File: src/design/brw_pkg.sv
// Package: constants for the button reset, watchdog and interrupt block
package brw_pkg;
  localparam int CLK_HZ = 100_000_000;
  localparam int CLK_PERIOD_NS = 10;
  // Interrupt pulse width
  localparam int INT_PULSE_US = 128;
  localparam int INT_PULSE_CYC = (INT_PULSE_US * 1000 + CLK_PERIOD_NS - 1) / CLK_PERIOD_NS;
  // Adapter watchdog window
  localparam int WDOG_S = 14;
  localparam longint WDOG_CYC_L = longint'(WDOG_S) * longint'(CLK_HZ);
  localparam int WDOG_CYC = int'(WDOG_CYC_L);
  // Default long-press and warning times in milliseconds
  localparam int LPRESS_MS_DEF = 10000;
  localparam int WARN_LEAD_MS_DEF = 1000;
  localparam int MS_CYC = CLK_HZ / 1000;
  // Power-cycle off time of the system rail
  localparam int PCYC_OFF_MS = 100;
  localparam int PCYC_OFF_CYC = PCYC_OFF_MS * MS_CYC;
  // Long-press action encoding
  localparam logic [1:0] ACT_HARDWARE_RESET_REQUEST = 2'h0;
  localparam logic [1:0] ACT_NONE = 2'h1;
  localparam int ACT_SHIP_BIT = 1;
  localparam int CNT_W = 32;
  localparam int NUM_SRC = 5;
  localparam int SRC_RESET_WARN = 0;
  localparam int SRC_CV = 1;
  localparam int SRC_CHG_DONE = 2;
  localparam int SRC_FAULT = 3;
  localparam int SRC_STATUS = 4;
endpackage

File: src/design/brw_edge_irq.sv
// Masked rising-edge interrupt source detector
module brw_edge_irq (
  input wire logic sys_clk_in,
  input wire logic rst_in,
  input wire logic cond_in,
  input wire logic mask_in,
  output logic event_out
);
  logic cond_q;
  wire new_rise = cond_in & ~cond_q;
  // Mask only gates new edges, so unmasking during a held condition stays silent
  assign event_out = new_rise & ~mask_in;
  always_ff @(posedge sys_clk_in) begin
    if (rst_in) cond_q <= 1'b0;
    else cond_q <= cond_in;
  end
endmodule

File: src/design/brw_pulse_gen.sv
// Fixed-width active low pulse generator for the open-drain interrupt pin
module brw_pulse_gen #(
  parameter int WIDTH_CYC = brw_pkg::INT_PULSE_CYC
) (
  input wire logic sys_clk_in,
  input wire logic rst_in,
  input wire logic trig_in,
  output logic drive_low_out
);
  import brw_pkg::*;
  initial begin
    if (WIDTH_CYC < 8) $error("pulse width must be at least eight cycles");
  end
  logic [CNT_W-1:0] cnt;
  // Triggers during a running pulse are merged into it; the host reads flags for detail
  always_ff @(posedge sys_clk_in) begin
    if (rst_in) cnt <= '0;
    else if (trig_in && cnt == '0) cnt <= CNT_W'(WIDTH_CYC);
    else if (cnt != '0) cnt <= cnt - 1'b1;
  end
  assign drive_low_out = (cnt != '0);
endmodule

File: src/design/brw_top.sv
// Top: long-press decode, adapter watchdog, power cycle and interrupt pin
module brw_top #(
  parameter int WDOG_CYCLES = brw_pkg::WDOG_CYC,
  parameter int LPRESS_CYCLES_DEF = brw_pkg::LPRESS_MS_DEF * brw_pkg::MS_CYC,
  parameter int WARN_LEAD_CYCLES = brw_pkg::WARN_LEAD_MS_DEF * brw_pkg::MS_CYC,
  parameter int PCYC_OFF_CYCLES = brw_pkg::PCYC_OFF_CYC,
  parameter int INT_CYCLES = brw_pkg::INT_PULSE_CYC
) (
  input wire logic sys_clk_in,
  input wire logic rst_in,
  input wire logic button_input_n_in,
  input wire logic [1:0] long_press_action_in,
  input wire logic long_press_action_wr_in,
  input wire logic [31:0] long_press_cycles_in,
  input wire logic reset_requires_input_power_in,
  input wire logic input_power_valid_in,
  input wire logic adapter_connect_in,
  input wire logic hardware_reset_request_in,
  input wire logic adapter_watchdog_enable_in,
  input wire logic i2c_transaction_in,
  input wire logic startup_valid_in,
  input wire logic startup_fault_in,
  input wire logic cv_regulation_in,
  input wire logic charge_done_in,
  input wire logic fault_in,
  input wire logic status_change_in,
  input wire logic [brw_pkg::NUM_SRC-1:0] int_mask_in,
  input wire logic flags_read_in,
  output logic reset_warning_flag_out,
  output logic cv_status_flag_out,
  output logic [1:0] long_press_action_out,
  output logic system_output_rail_en_out,
  output logic digital_io_rail_en_out,
  output logic ship_mode_out,
  output logic hardware_reset_request_active_out,
  output logic int_n_out,
  output logic int_oe_out
);
  import brw_pkg::*;
  initial begin
    if (WDOG_CYCLES < 1 || PCYC_OFF_CYCLES < 1 || INT_CYCLES < 1) $error("counts must be positive");
    if (WARN_LEAD_CYCLES >= LPRESS_CYCLES_DEF) $error("warning lead must be shorter than long press");
  end

  typedef enum logic [1:0] {BRW_RUN, BRW_OFF, BRW_SHIP} brw_pwr_e;
  brw_pwr_e pwr, next_pwr;

  // Button synchroniser: first stage read only by the second
  logic btn_s1, btn_s2, btn_low_q;
  always_ff @(posedge sys_clk_in) begin
    if (rst_in) begin
      btn_s1 <= 1'b1;
      btn_s2 <= 1'b1;
      btn_low_q <= 1'b0;
    end else begin
      btn_s1 <= button_input_n_in;
      btn_s2 <= btn_s1;
      btn_low_q <= ~btn_s2;
    end
  end
  wire btn_low = ~btn_s2;
  wire press_start = btn_low & ~btn_low_q;

  // Action register written by host; per-press copy latched at press start, then follows writes that are not blocked
  logic [1:0] action;
  logic [1:0] press_action;
  logic pressing;
  wire wr_to_reset = (long_press_action_in == ACT_HARDWARE_RESET_REQUEST) && (press_action != ACT_HARDWARE_RESET_REQUEST);
  wire wr_block = pressing && wr_to_reset;
  always_ff @(posedge sys_clk_in) begin
    if (rst_in) action <= ACT_NONE;
    else if (long_press_action_wr_in && !wr_block) action <= long_press_action_in;
  end
  assign long_press_action_out = action;
  always_ff @(posedge sys_clk_in) begin
    if (rst_in) press_action <= ACT_NONE;
    else if (press_start) press_action <= action;
    else if (pressing && long_press_action_wr_in && !wr_block) press_action <= long_press_action_in;
  end

  // Long-press timer; duration is latched at press start so rewrites wait
  logic [CNT_W-1:0] lp_cnt, lp_len;
  logic lp_done, vin_ok_press;
  always_ff @(posedge sys_clk_in) begin
    if (rst_in) lp_len <= CNT_W'(LPRESS_CYCLES_DEF);
    else if (!pressing && !press_start && long_press_cycles_in > CNT_W'(WARN_LEAD_CYCLES))
      lp_len <= long_press_cycles_in;
  end
  always_ff @(posedge sys_clk_in) begin
    if (rst_in) begin
      pressing <= 1'b0;
      lp_cnt <= '0;
      lp_done <= 1'b0;
    end else if (!btn_low) begin
      pressing <= 1'b0;
      lp_cnt <= '0;
      lp_done <= 1'b0;
    end else if (press_start) begin
      pressing <= 1'b1;
      lp_cnt <= '0;
    end else if (pressing && !lp_done) begin
      lp_cnt <= lp_cnt + 1'b1;
      if (lp_cnt + 1'b1 == lp_len) lp_done <= 1'b1;
    end
  end
  wire lp_expire = pressing && !lp_done && (lp_cnt + 1'b1 == lp_len) && btn_low;
  wire warn_hit = pressing && !lp_done && (lp_cnt + 1'b1 == lp_len - CNT_W'(WARN_LEAD_CYCLES));

  // Input power must hold for the whole press when required
  always_ff @(posedge sys_clk_in) begin
    if (rst_in) vin_ok_press <= 1'b1;
    else if (press_start) vin_ok_press <= input_power_valid_in;
    else if (pressing && !input_power_valid_in) vin_ok_press <= 1'b0;
  end
  wire reset_qualified = !reset_requires_input_power_in || (vin_ok_press && input_power_valid_in);

  wire lp_reset = lp_expire && (press_action == ACT_HARDWARE_RESET_REQUEST) && reset_qualified;
  wire lp_ship = lp_expire && press_action[ACT_SHIP_BIT];

  // Adapter watchdog, armed only by host enable after a valid adapter
  logic [CNT_W-1:0] wd_cnt;
  logic wd_run;
  always_ff @(posedge sys_clk_in) begin
    if (rst_in) begin
      wd_run <= 1'b0;
      wd_cnt <= '0;
    end else if (!adapter_watchdog_enable_in || !adapter_connect_in || i2c_transaction_in) begin
      wd_run <= adapter_watchdog_enable_in && adapter_connect_in && !i2c_transaction_in ? 1'b1 : 1'b0;
      wd_cnt <= '0;
    end else if (!wd_run) begin
      wd_run <= 1'b1;
      wd_cnt <= '0;
    end else if (wd_cnt != CNT_W'(WDOG_CYCLES)) begin
      wd_cnt <= wd_cnt + 1'b1;
    end
  end
  // A completed transaction stops the watchdog until a fresh adapter connect
  logic wd_served, adapter_q;
  always_ff @(posedge sys_clk_in) begin
    if (rst_in) begin
      wd_served <= 1'b0;
      adapter_q <= 1'b0;
    end else begin
      adapter_q <= adapter_connect_in;
      if (adapter_connect_in && !adapter_q) wd_served <= 1'b0;
      else if (i2c_transaction_in) wd_served <= 1'b1;
    end
  end
  // Enable and adapter gate the fire directly, since wd_run lags them by one cycle
  wire wd_fire = adapter_watchdog_enable_in && adapter_connect_in && wd_run && !wd_served &&
    (wd_cnt + 1'b1 == CNT_W'(WDOG_CYCLES));

  // Power cycle sequencer
  logic [CNT_W-1:0] off_cnt;
  wire start_reset = lp_reset || hardware_reset_request_in || wd_fire;
  always_comb begin
    next_pwr = pwr;
    unique case (pwr)
      BRW_RUN: begin
        if (start_reset) next_pwr = BRW_OFF;
        else if (lp_ship) next_pwr = BRW_SHIP;
      end
      BRW_OFF: if (off_cnt + 1'b1 == CNT_W'(PCYC_OFF_CYCLES)) next_pwr = BRW_RUN;
      BRW_SHIP: next_pwr = BRW_SHIP;
    endcase
  end
  always_ff @(posedge sys_clk_in) begin
    if (rst_in) begin
      pwr <= BRW_RUN;
      off_cnt <= '0;
    end else begin
      pwr <= next_pwr;
      off_cnt <= (pwr == BRW_OFF) ? off_cnt + 1'b1 : '0;
    end
  end
  assign system_output_rail_en_out = (pwr == BRW_RUN);
  assign digital_io_rail_en_out = (pwr != BRW_SHIP);
  assign ship_mode_out = (pwr == BRW_SHIP);
  assign hardware_reset_request_active_out = (pwr == BRW_OFF);

  // Sticky warning flag; set wins over a host read
  logic warn_flag, cv_flag;
  always_ff @(posedge sys_clk_in) begin
    if (rst_in) warn_flag <= 1'b0;
    else if (warn_hit) warn_flag <= 1'b1;
    else if (flags_read_in) warn_flag <= 1'b0;
  end
  assign reset_warning_flag_out = warn_flag;
  // Status follows regulation; charging and timer are untouched here
  always_ff @(posedge sys_clk_in) begin
    if (rst_in) cv_flag <= 1'b0;
    else cv_flag <= cv_regulation_in;
  end
  assign cv_status_flag_out = cv_flag;

  // Start-up qualification
  logic ints_ok;
  always_ff @(posedge sys_clk_in) begin
    if (rst_in) ints_ok <= 1'b0;
    else if (startup_fault_in && !ints_ok) ints_ok <= 1'b0;
    else if (startup_valid_in) ints_ok <= 1'b1;
  end

  // Warning interrupt rides the flag's rising edge, so an uncleared flag stays silent
  wire [NUM_SRC-1:0] src_cond;
  assign src_cond[SRC_RESET_WARN] = warn_flag;
  assign src_cond[SRC_CV] = cv_flag;
  assign src_cond[SRC_CHG_DONE] = charge_done_in;
  assign src_cond[SRC_FAULT] = fault_in;
  assign src_cond[SRC_STATUS] = status_change_in;
  wire [NUM_SRC-1:0] src_evt;
  genvar g;
  generate
    for (g = 0; g < NUM_SRC; g++) begin : g_src
      brw_edge_irq u_src (
        .sys_clk_in(sys_clk_in),
        .rst_in(rst_in),
        .cond_in(src_cond[g]),
        .mask_in(int_mask_in[g]),
        .event_out(src_evt[g])
      );
    end
  endgenerate
  wire any_evt = (|src_evt) && ints_ok;
  logic drive_low;
  brw_pulse_gen #(.WIDTH_CYC(INT_CYCLES)) u_pulse (
    .sys_clk_in(sys_clk_in),
    .rst_in(rst_in),
    .trig_in(any_evt),
    .drive_low_out(drive_low)
  );
  assign int_n_out = 1'b0;
  assign int_oe_out = drive_low;
endmodule

File: config.mk
export PLATFORM = sky130hd
export DESIGN_NAME = brw_top
export DESIGN_NICKNAME = d
export VERILOG_FILES = /design/src/design/brw_pkg.sv /design/src/design/brw_edge_irq.sv /design/src/design/brw_pulse_gen.sv /design/src/design/brw_top.sv
export SDC_FILE = /design/constraint.sdc
export NUM_CORES = 1
export LEC_CHECK = 0
export ABC_AREA = 1
export ABC_CLOCK_PERIOD_IN_PS = 2750
export BUFFER_PORTS_ARGS = -buffer_cell sky130_fd_sc_hd__buf_2
export CAP_MARGIN = 0
export CORE_UTILIZATION = 50
export CTS_CLUSTER_DIAMETER = 40
export CTS_CLUSTER_SIZE = 24
export DETAILED_ROUTE_END_ITERATION = 8
export PLACE_DENSITY = 0.67
export SYNTH_ARGS = -nofsm -noshare
export SYNTH_HDL_FRONTEND = slang
export SYNTH_HIERARCHICAL = 1
export SYNTH_SLANG_ARGS = --single-unit
export TNS_END_PERCENT = 1
File: constraint.sdc
create_clock -name sys_clk_in -period 2.75 [get_ports sys_clk_in]
set_clock_uncertainty 0.05 [all_clocks]
set_input_delay 0.4125 -clock sys_clk_in [delete_from_list [all_inputs] [get_ports sys_clk_in]]
set_output_delay 0.4125 -clock sys_clk_in [all_outputs]
set_load 0.03 [all_outputs]
Word level (Yosys, flattened, before mapping)
Index checks and enable logic that the tools add are counted.
{"block": "word_totals", "ff_bits": 183, "latch_bits": 0, "ram_bits": 0, "mem_bits_ro": 0, "out_inout_bits": 10, "mem_count": 0}
{"block": "classes", "n_addsub": 5, "multipliers": 0, "n_div": 0, "magnitude_cmp": 1, "n_eq_ne": 10, "shifts": 0, "mux": 14, "n_bitwise": 26, "reduce_logical": 62}
{"cell": "32-bit by 1-bit adder with 32-bit output, second input constant", "count": 3}
{"cell": "32-bit equality test", "count": 2}
{"cell": "32-bit by 24-bit equality test with 1-bit output, second input constant", "count": 1}
{"cell": "32-bit by 31-bit equality test with 1-bit output, second input constant", "count": 1}
{"cell": "32-bit by 27-bit greater-than comparator with 1-bit output, second input constant", "count": 1}
{"cell": "32-bit zero test", "count": 1}
{"cell": "32-bit by 31-bit != test with 1-bit output, second input constant", "count": 1}
{"cell": "32-bit nonzero test", "count": 1}
{"cell": "32-bit by 1-bit subtractor with 32-bit output, second input constant", "count": 1}
{"cell": "32-bit by 27-bit subtractor with 32-bit output, second input constant", "count": 1}
{"cell": "14-bit 2-to-1 mux", "count": 2}
{"cell": "1-bit logical AND", "count": 25}
{"cell": "1-bit inverter", "count": 15}
{"cell": "1-bit zero test", "count": 12}
{"cell": "1-bit AND", "count": 11}
{"cell": "2-bit 2-to-1 mux", "count": 5}
{"cell": "2-bit nonzero test", "count": 5}
{"cell": "2-bit OR reduction", "count": 5}
{"cell": "2-bit zero test", "count": 3}
{"cell": "1-bit 2-to-1 mux", "count": 6}
{"cell": "2-bit case mux with 3 select lines", "count": 1}
{"cell": "3-bit OR reduction", "count": 2}
{"cell": "1-bit logical OR", "count": 5}
{"cell": "5-bit OR reduction", "count": 1}
{"cell": "7 further kinds", "count": 7}

Logic depth before layout (Yosys ltp)
{"block": "logic_depth", "word_depth": 10, "depth_mapped": 21, "mapped_depth_nobuf": 21}

Hierarchy
The synthesis kept the hierarchy.
{"mod": "brw_top", "n_inst": 1, "cells_per_inst": 1497, "area_per_inst_um2": 9248.9, "seq_area_each_um2": 2922.8}
{"mod": "brw_pulse_gen", "n_inst": 1, "cells_per_inst": 332, "area_per_inst_um2": 1925.6, "seq_area_each_um2": 640.6}
{"mod": "brw_edge_irq", "n_inst": 5, "cells_per_inst": 6, "area_per_inst_um2": 41.3, "seq_area_each_um2": 20.0}

Worst setup path before layout
No wires, ideal clock.
{"block": "synth_timing", "path_kind": "reg-to-reg", "start": "register lp_cnt[0]", "end": "register pwr[1]", "setup_ns": 0.115, "arrival_time_ns": 2.032, "required_ns": 2.585, "path_slack_ns": 0.553, "path_stages_with_launch": 21, "n_path_buf": 0, "path_cell_list": "dfxtp_1 ha_1 nand2_2 nor2_8 nand2_4 nor2_4 nand3_2 nand2_1 nand2_1 nand2_1 nand2_1 nor2_1 nand2_1 nor2_2 nand4_1 nand2_1 nand2_1 nand2_1 nand3_1 nand2_1 nor2_1"}
{"block": "synth_between", "elab_chain_cells": 10, "elab_cells_between_ends": 13, "classes_between": "add/sub (1); eq/ne (2); mux (2); reduce/logical (8)"}
{"item": "start: declaration", "line": "brw_top.sv:82", "rtl": "logic [CNT_W-1:0] lp_cnt, lp_len;"}
{"item": "start signal: assignment", "line": "brw_top.sv:102", "rtl": "lp_cnt <= lp_cnt + 1'b1;"}
{"item": "32-bit by 1-bit adder with 32-bit output (*)", "line": "brw_top.sv:106", "rtl": "wire lp_expire = pressing && !lp_done && (lp_cnt + 1'b1 == lp_len) && btn_low;"}
{"item": "32-bit equality test (*)", "line": "brw_top.sv:106"}
{"item": "1-bit logical AND (*) (2 in series)", "line": "brw_top.sv:106"}
{"item": "1-bit logical AND (2 in series)", "line": "brw_top.sv:117", "rtl": "wire lp_reset = lp_expire && (press_action == ACT_HARDWARE_RESET_REQUEST) && reset_qualified;"}
{"item": "1-bit logical OR (2 in series)", "line": "brw_top.sv:155", "rtl": "wire start_reset = lp_reset || hardware_reset_request_in || wd_fire;"}
{"item": "2-bit 2-to-1 mux or 3-bit by 1-bit != test with 1-bit output (tied branches)"}
{"item": "2-bit case mux with 3 select lines or 2-bit AND reduction (tied branches)"}
{"item": "end signal: assignment", "line": "brw_top.sv:172", "rtl": "pwr <= next_pwr;"}
{"item": "end: declaration", "line": "brw_top.sv:46", "rtl": "brw_pwr_e pwr, next_pwr;"}
Every way passes the cells marked *; elsewhere a longest branch is shown, timed or not.
A chain may end at the register's enable or synchronous reset.

Worst setup path after layout
{"block": "layout_timing", "start": "register lp_cnt[0]", "end": "register pwr[0]"}
The elaborated chain is that of the path after synthesis.

==> run metrics <==
status=completed; die height=153 um; Syn Nets=1925; I/O pin count=66; grt total ovfl=0; cell family with most CP delay=simple AND/OR/NAND/NOR gates; Power Internal=5.28 mW; total power=8.92 mW; clk buf depth=2; Synth area leaders=dfxtp_1, nand2_1, nor2_1; routability cong.=0.964; sw frac=0.409; DR WL/cell=14.3 um; hold_buf cts=0; htree depth=4; Vias/cell=5.22; cts bufs inserted=17; CP peak stage delay=0.36 ns; die area=23400 sq um; YS warnings=6; vias=11600; crit path time final=2.60 ns; DRC=0; dpl cells=2190; MaxCap Viol Count=0; RSZ-0062 raised after global routing=yes; vias in the first global route=10500; wirelength, routed=31800 um; CTS clk-pin slew, worst paths=0.07 ns; Clk pwr share=0.275; buffers added on ports=64; worst min-delay path category=input pin to flip-flop; initial core utilization=0.515; fin crit share=0.944; CP required=3.00 ns; Gate power share=0.366; global-route wire length before repair=51800 um; Hold WS=0.114 ns; Pleak=5.52 nW; crit-path cells=ha_2, nand2_2, nor2_8, nand3_1, o21ai_1, nand2_1, nand2_1, nand2_1, nor2_1, nand2_1, nor2_1, nand4_1, nor2_1, nor2_1, nand2_2, nand2_1, nand2_1, a21oi_1; fin nets=1996; Non-Filler Instances=2224; Worst Setup Path Type=flip-flop to flip-flop; number of synthesized register bits=183; antenna violations before repair=1; final setup violating endpoints=0; Slew HR=0.534; Buf/Inv on CP=0; worst slew pin tran=0.692 ns; clock latency on the worst-skew pair=0.44 ns; Total Neg Setup Slack=0 ns; Post-Synthesis Cells=1859; FP Rows=54; pin count of the biggest net entering global routing=42; width of the die=153 um; WP data arrival=2.84 ns; asr flop ratio synth=0; post-route ant nets=0; Crit Path Max Fanout=6; layout cells sized above 1=0.104; kind of end point of the critical path=flip-flop; Root Buffer Master=clkbuf_16; CTS tree=yes; DP HPWL=24800 um; Seq pwr share=0.358; area share of the largest cell type after synthesis=0.322; VDD IR max=0.000432 V; pwr dens=700 nW/um^2; TritonRoute pass-1 iters=5; CTS sink cnt=183; 1st-iter DRT viols=754; Startpoint Class=flip-flop; Synth cell types=45; Max Transition Viols Final=0; Area Overhead vs Synth=12.1%; area leader, netlist=dfxtp_1; Max Clock Freq=0.385 GHz; Total GRT Usage=0.275; register area share after synthesis=0.322; Primary FF master, synth=dfxtp_1; number of synthesized flops with an enable pin=0; Mean Syn Cell Area=6.12 sq um; critical path's slowest cell=dfxtp_2; Sw Pwr=3.64 mW; Core Area=22100 sq um; cell mode on critical path=nand2_1; Post-Syn Area=11400 sq um; Fin. Hold Viols=0
[placed cells by master (no fill, tap or decap), types with 6 or more instances in the layout]
master,instances
clkbuf_16,17
nand2_1,498
nand4_1,33
buf_2,64
nand3b_1,10
nand3_1,124
nor4_1,9
nor3_1,26
or2_2,6
nand2_2,15
o211ai_1,30
nor2_2,27
a21oi_1,57
nor2_4,14
dfxtp_2,9
ha_1,9
inv_1,267
nor2_1,336
xnor2_1,25
xor2_1,53
dfxtp_1,174
buf_4,20
o21ai_0,62
[final cells by class]
cell class,count,area [sq um]
Clock buffer,19,443
Multi-Input combinational cell,1375,6650
Timing Repair Buffer,85,490
Fill cell,2245,9340
Clock inverter,13,141
Tap cell,280,350
Inverter,268,1010
Sequential cell,183,3670
Antenna cell,1,2.50
[layer usage]
layer / vias to the layer above / share of wire / global-route usage
li1: 5966 / - / -
met1: 5287 / 0.48 / 0.376
met2: 310 / 0.45 / 0.440
met3: 53 / 0.050 / 0.0360
met4: 0 / 0.026 / 0.106
met5: - / 0 / 0
[what timing repair did]
item	in CTS	in global routing
buffers inserted	0	1
endpoints found under the setup margin	0	5
resized for setup	0	31
[flip-flops by register name, summed over array words and instances, names as in the netlist, 2 cells and up]
register	cells
long_press_action_out	2
g_src.u_src/cond_q	5
lp_cnt	32
wd_cnt	32
pwr	2
u_pulse/cnt	32
press_action	2
off_cnt	32
lp_len	32
[cell families after synthesis]
kind of cell    count (synthesis)  share of synthesized area
flops                         183                      0.322
fa+ha+maj                      10                     0.0110
compound gates                161                     0.0792
simple gates                 1125                      0.426
other cells                     1                   0.000329
xor+xnor                       78                     0.0600
buf+inv                       301                      0.102
[power by group through the flow]
stage                     Clock [mW]  Combinational, mW  Sequential, mW
after floorplan                    0               2.56            3.16
after global placement             0               3.18            3.25
after detailed placement           0               3.23            3.24
after CTS                       2.50               3.25            3.19
after global routing            2.61               3.77            3.23
final                           2.46               3.27            3.20
[metrics by stage]
stage / util / worst slack [ns] / area [sq um]
floorplan: - / 0.553 / 11400
global placement: 0.546 / -0.321 / 12100
detailed placement: 0.546 / -0.288 / 12100
CTS: 0.573 / 0.0848 / 12700
global route: 0.577 / -0.0980 / 12800
finish: 0.577 / 0.155 / 12800
[final timing paths]
kind	slack [ns]	cells after the start	end	from
min	0.11	2	btn_s1	button_input_n_in
max	0.15	18	pwr[0]	lp_cnt[0]
max reg2reg	0.15	18	pwr[0]	lp_cnt[0]
min reg2reg	0.39	2	g_src[1].u_src/cond_q	cv_status_flag_out
[Yosys cell counts, types with 10 or more instances]
master / number
o211ai_1: 30
nor2_1: 348
nor3_1: 27
xor2_1: 53
clkbuf_1: 22
nand2_2: 15
nand2_1: 498
o21ai_0: 62
ha_1: 10
nor2_2: 21
nor4_1: 10
a21oi_1: 57
nand3b_1: 10
nand4_1: 33
dfxtp_1: 183
xnor2_1: 25
inv_1: 267
nand3_1: 126
(Power assumes the default switching activity.)
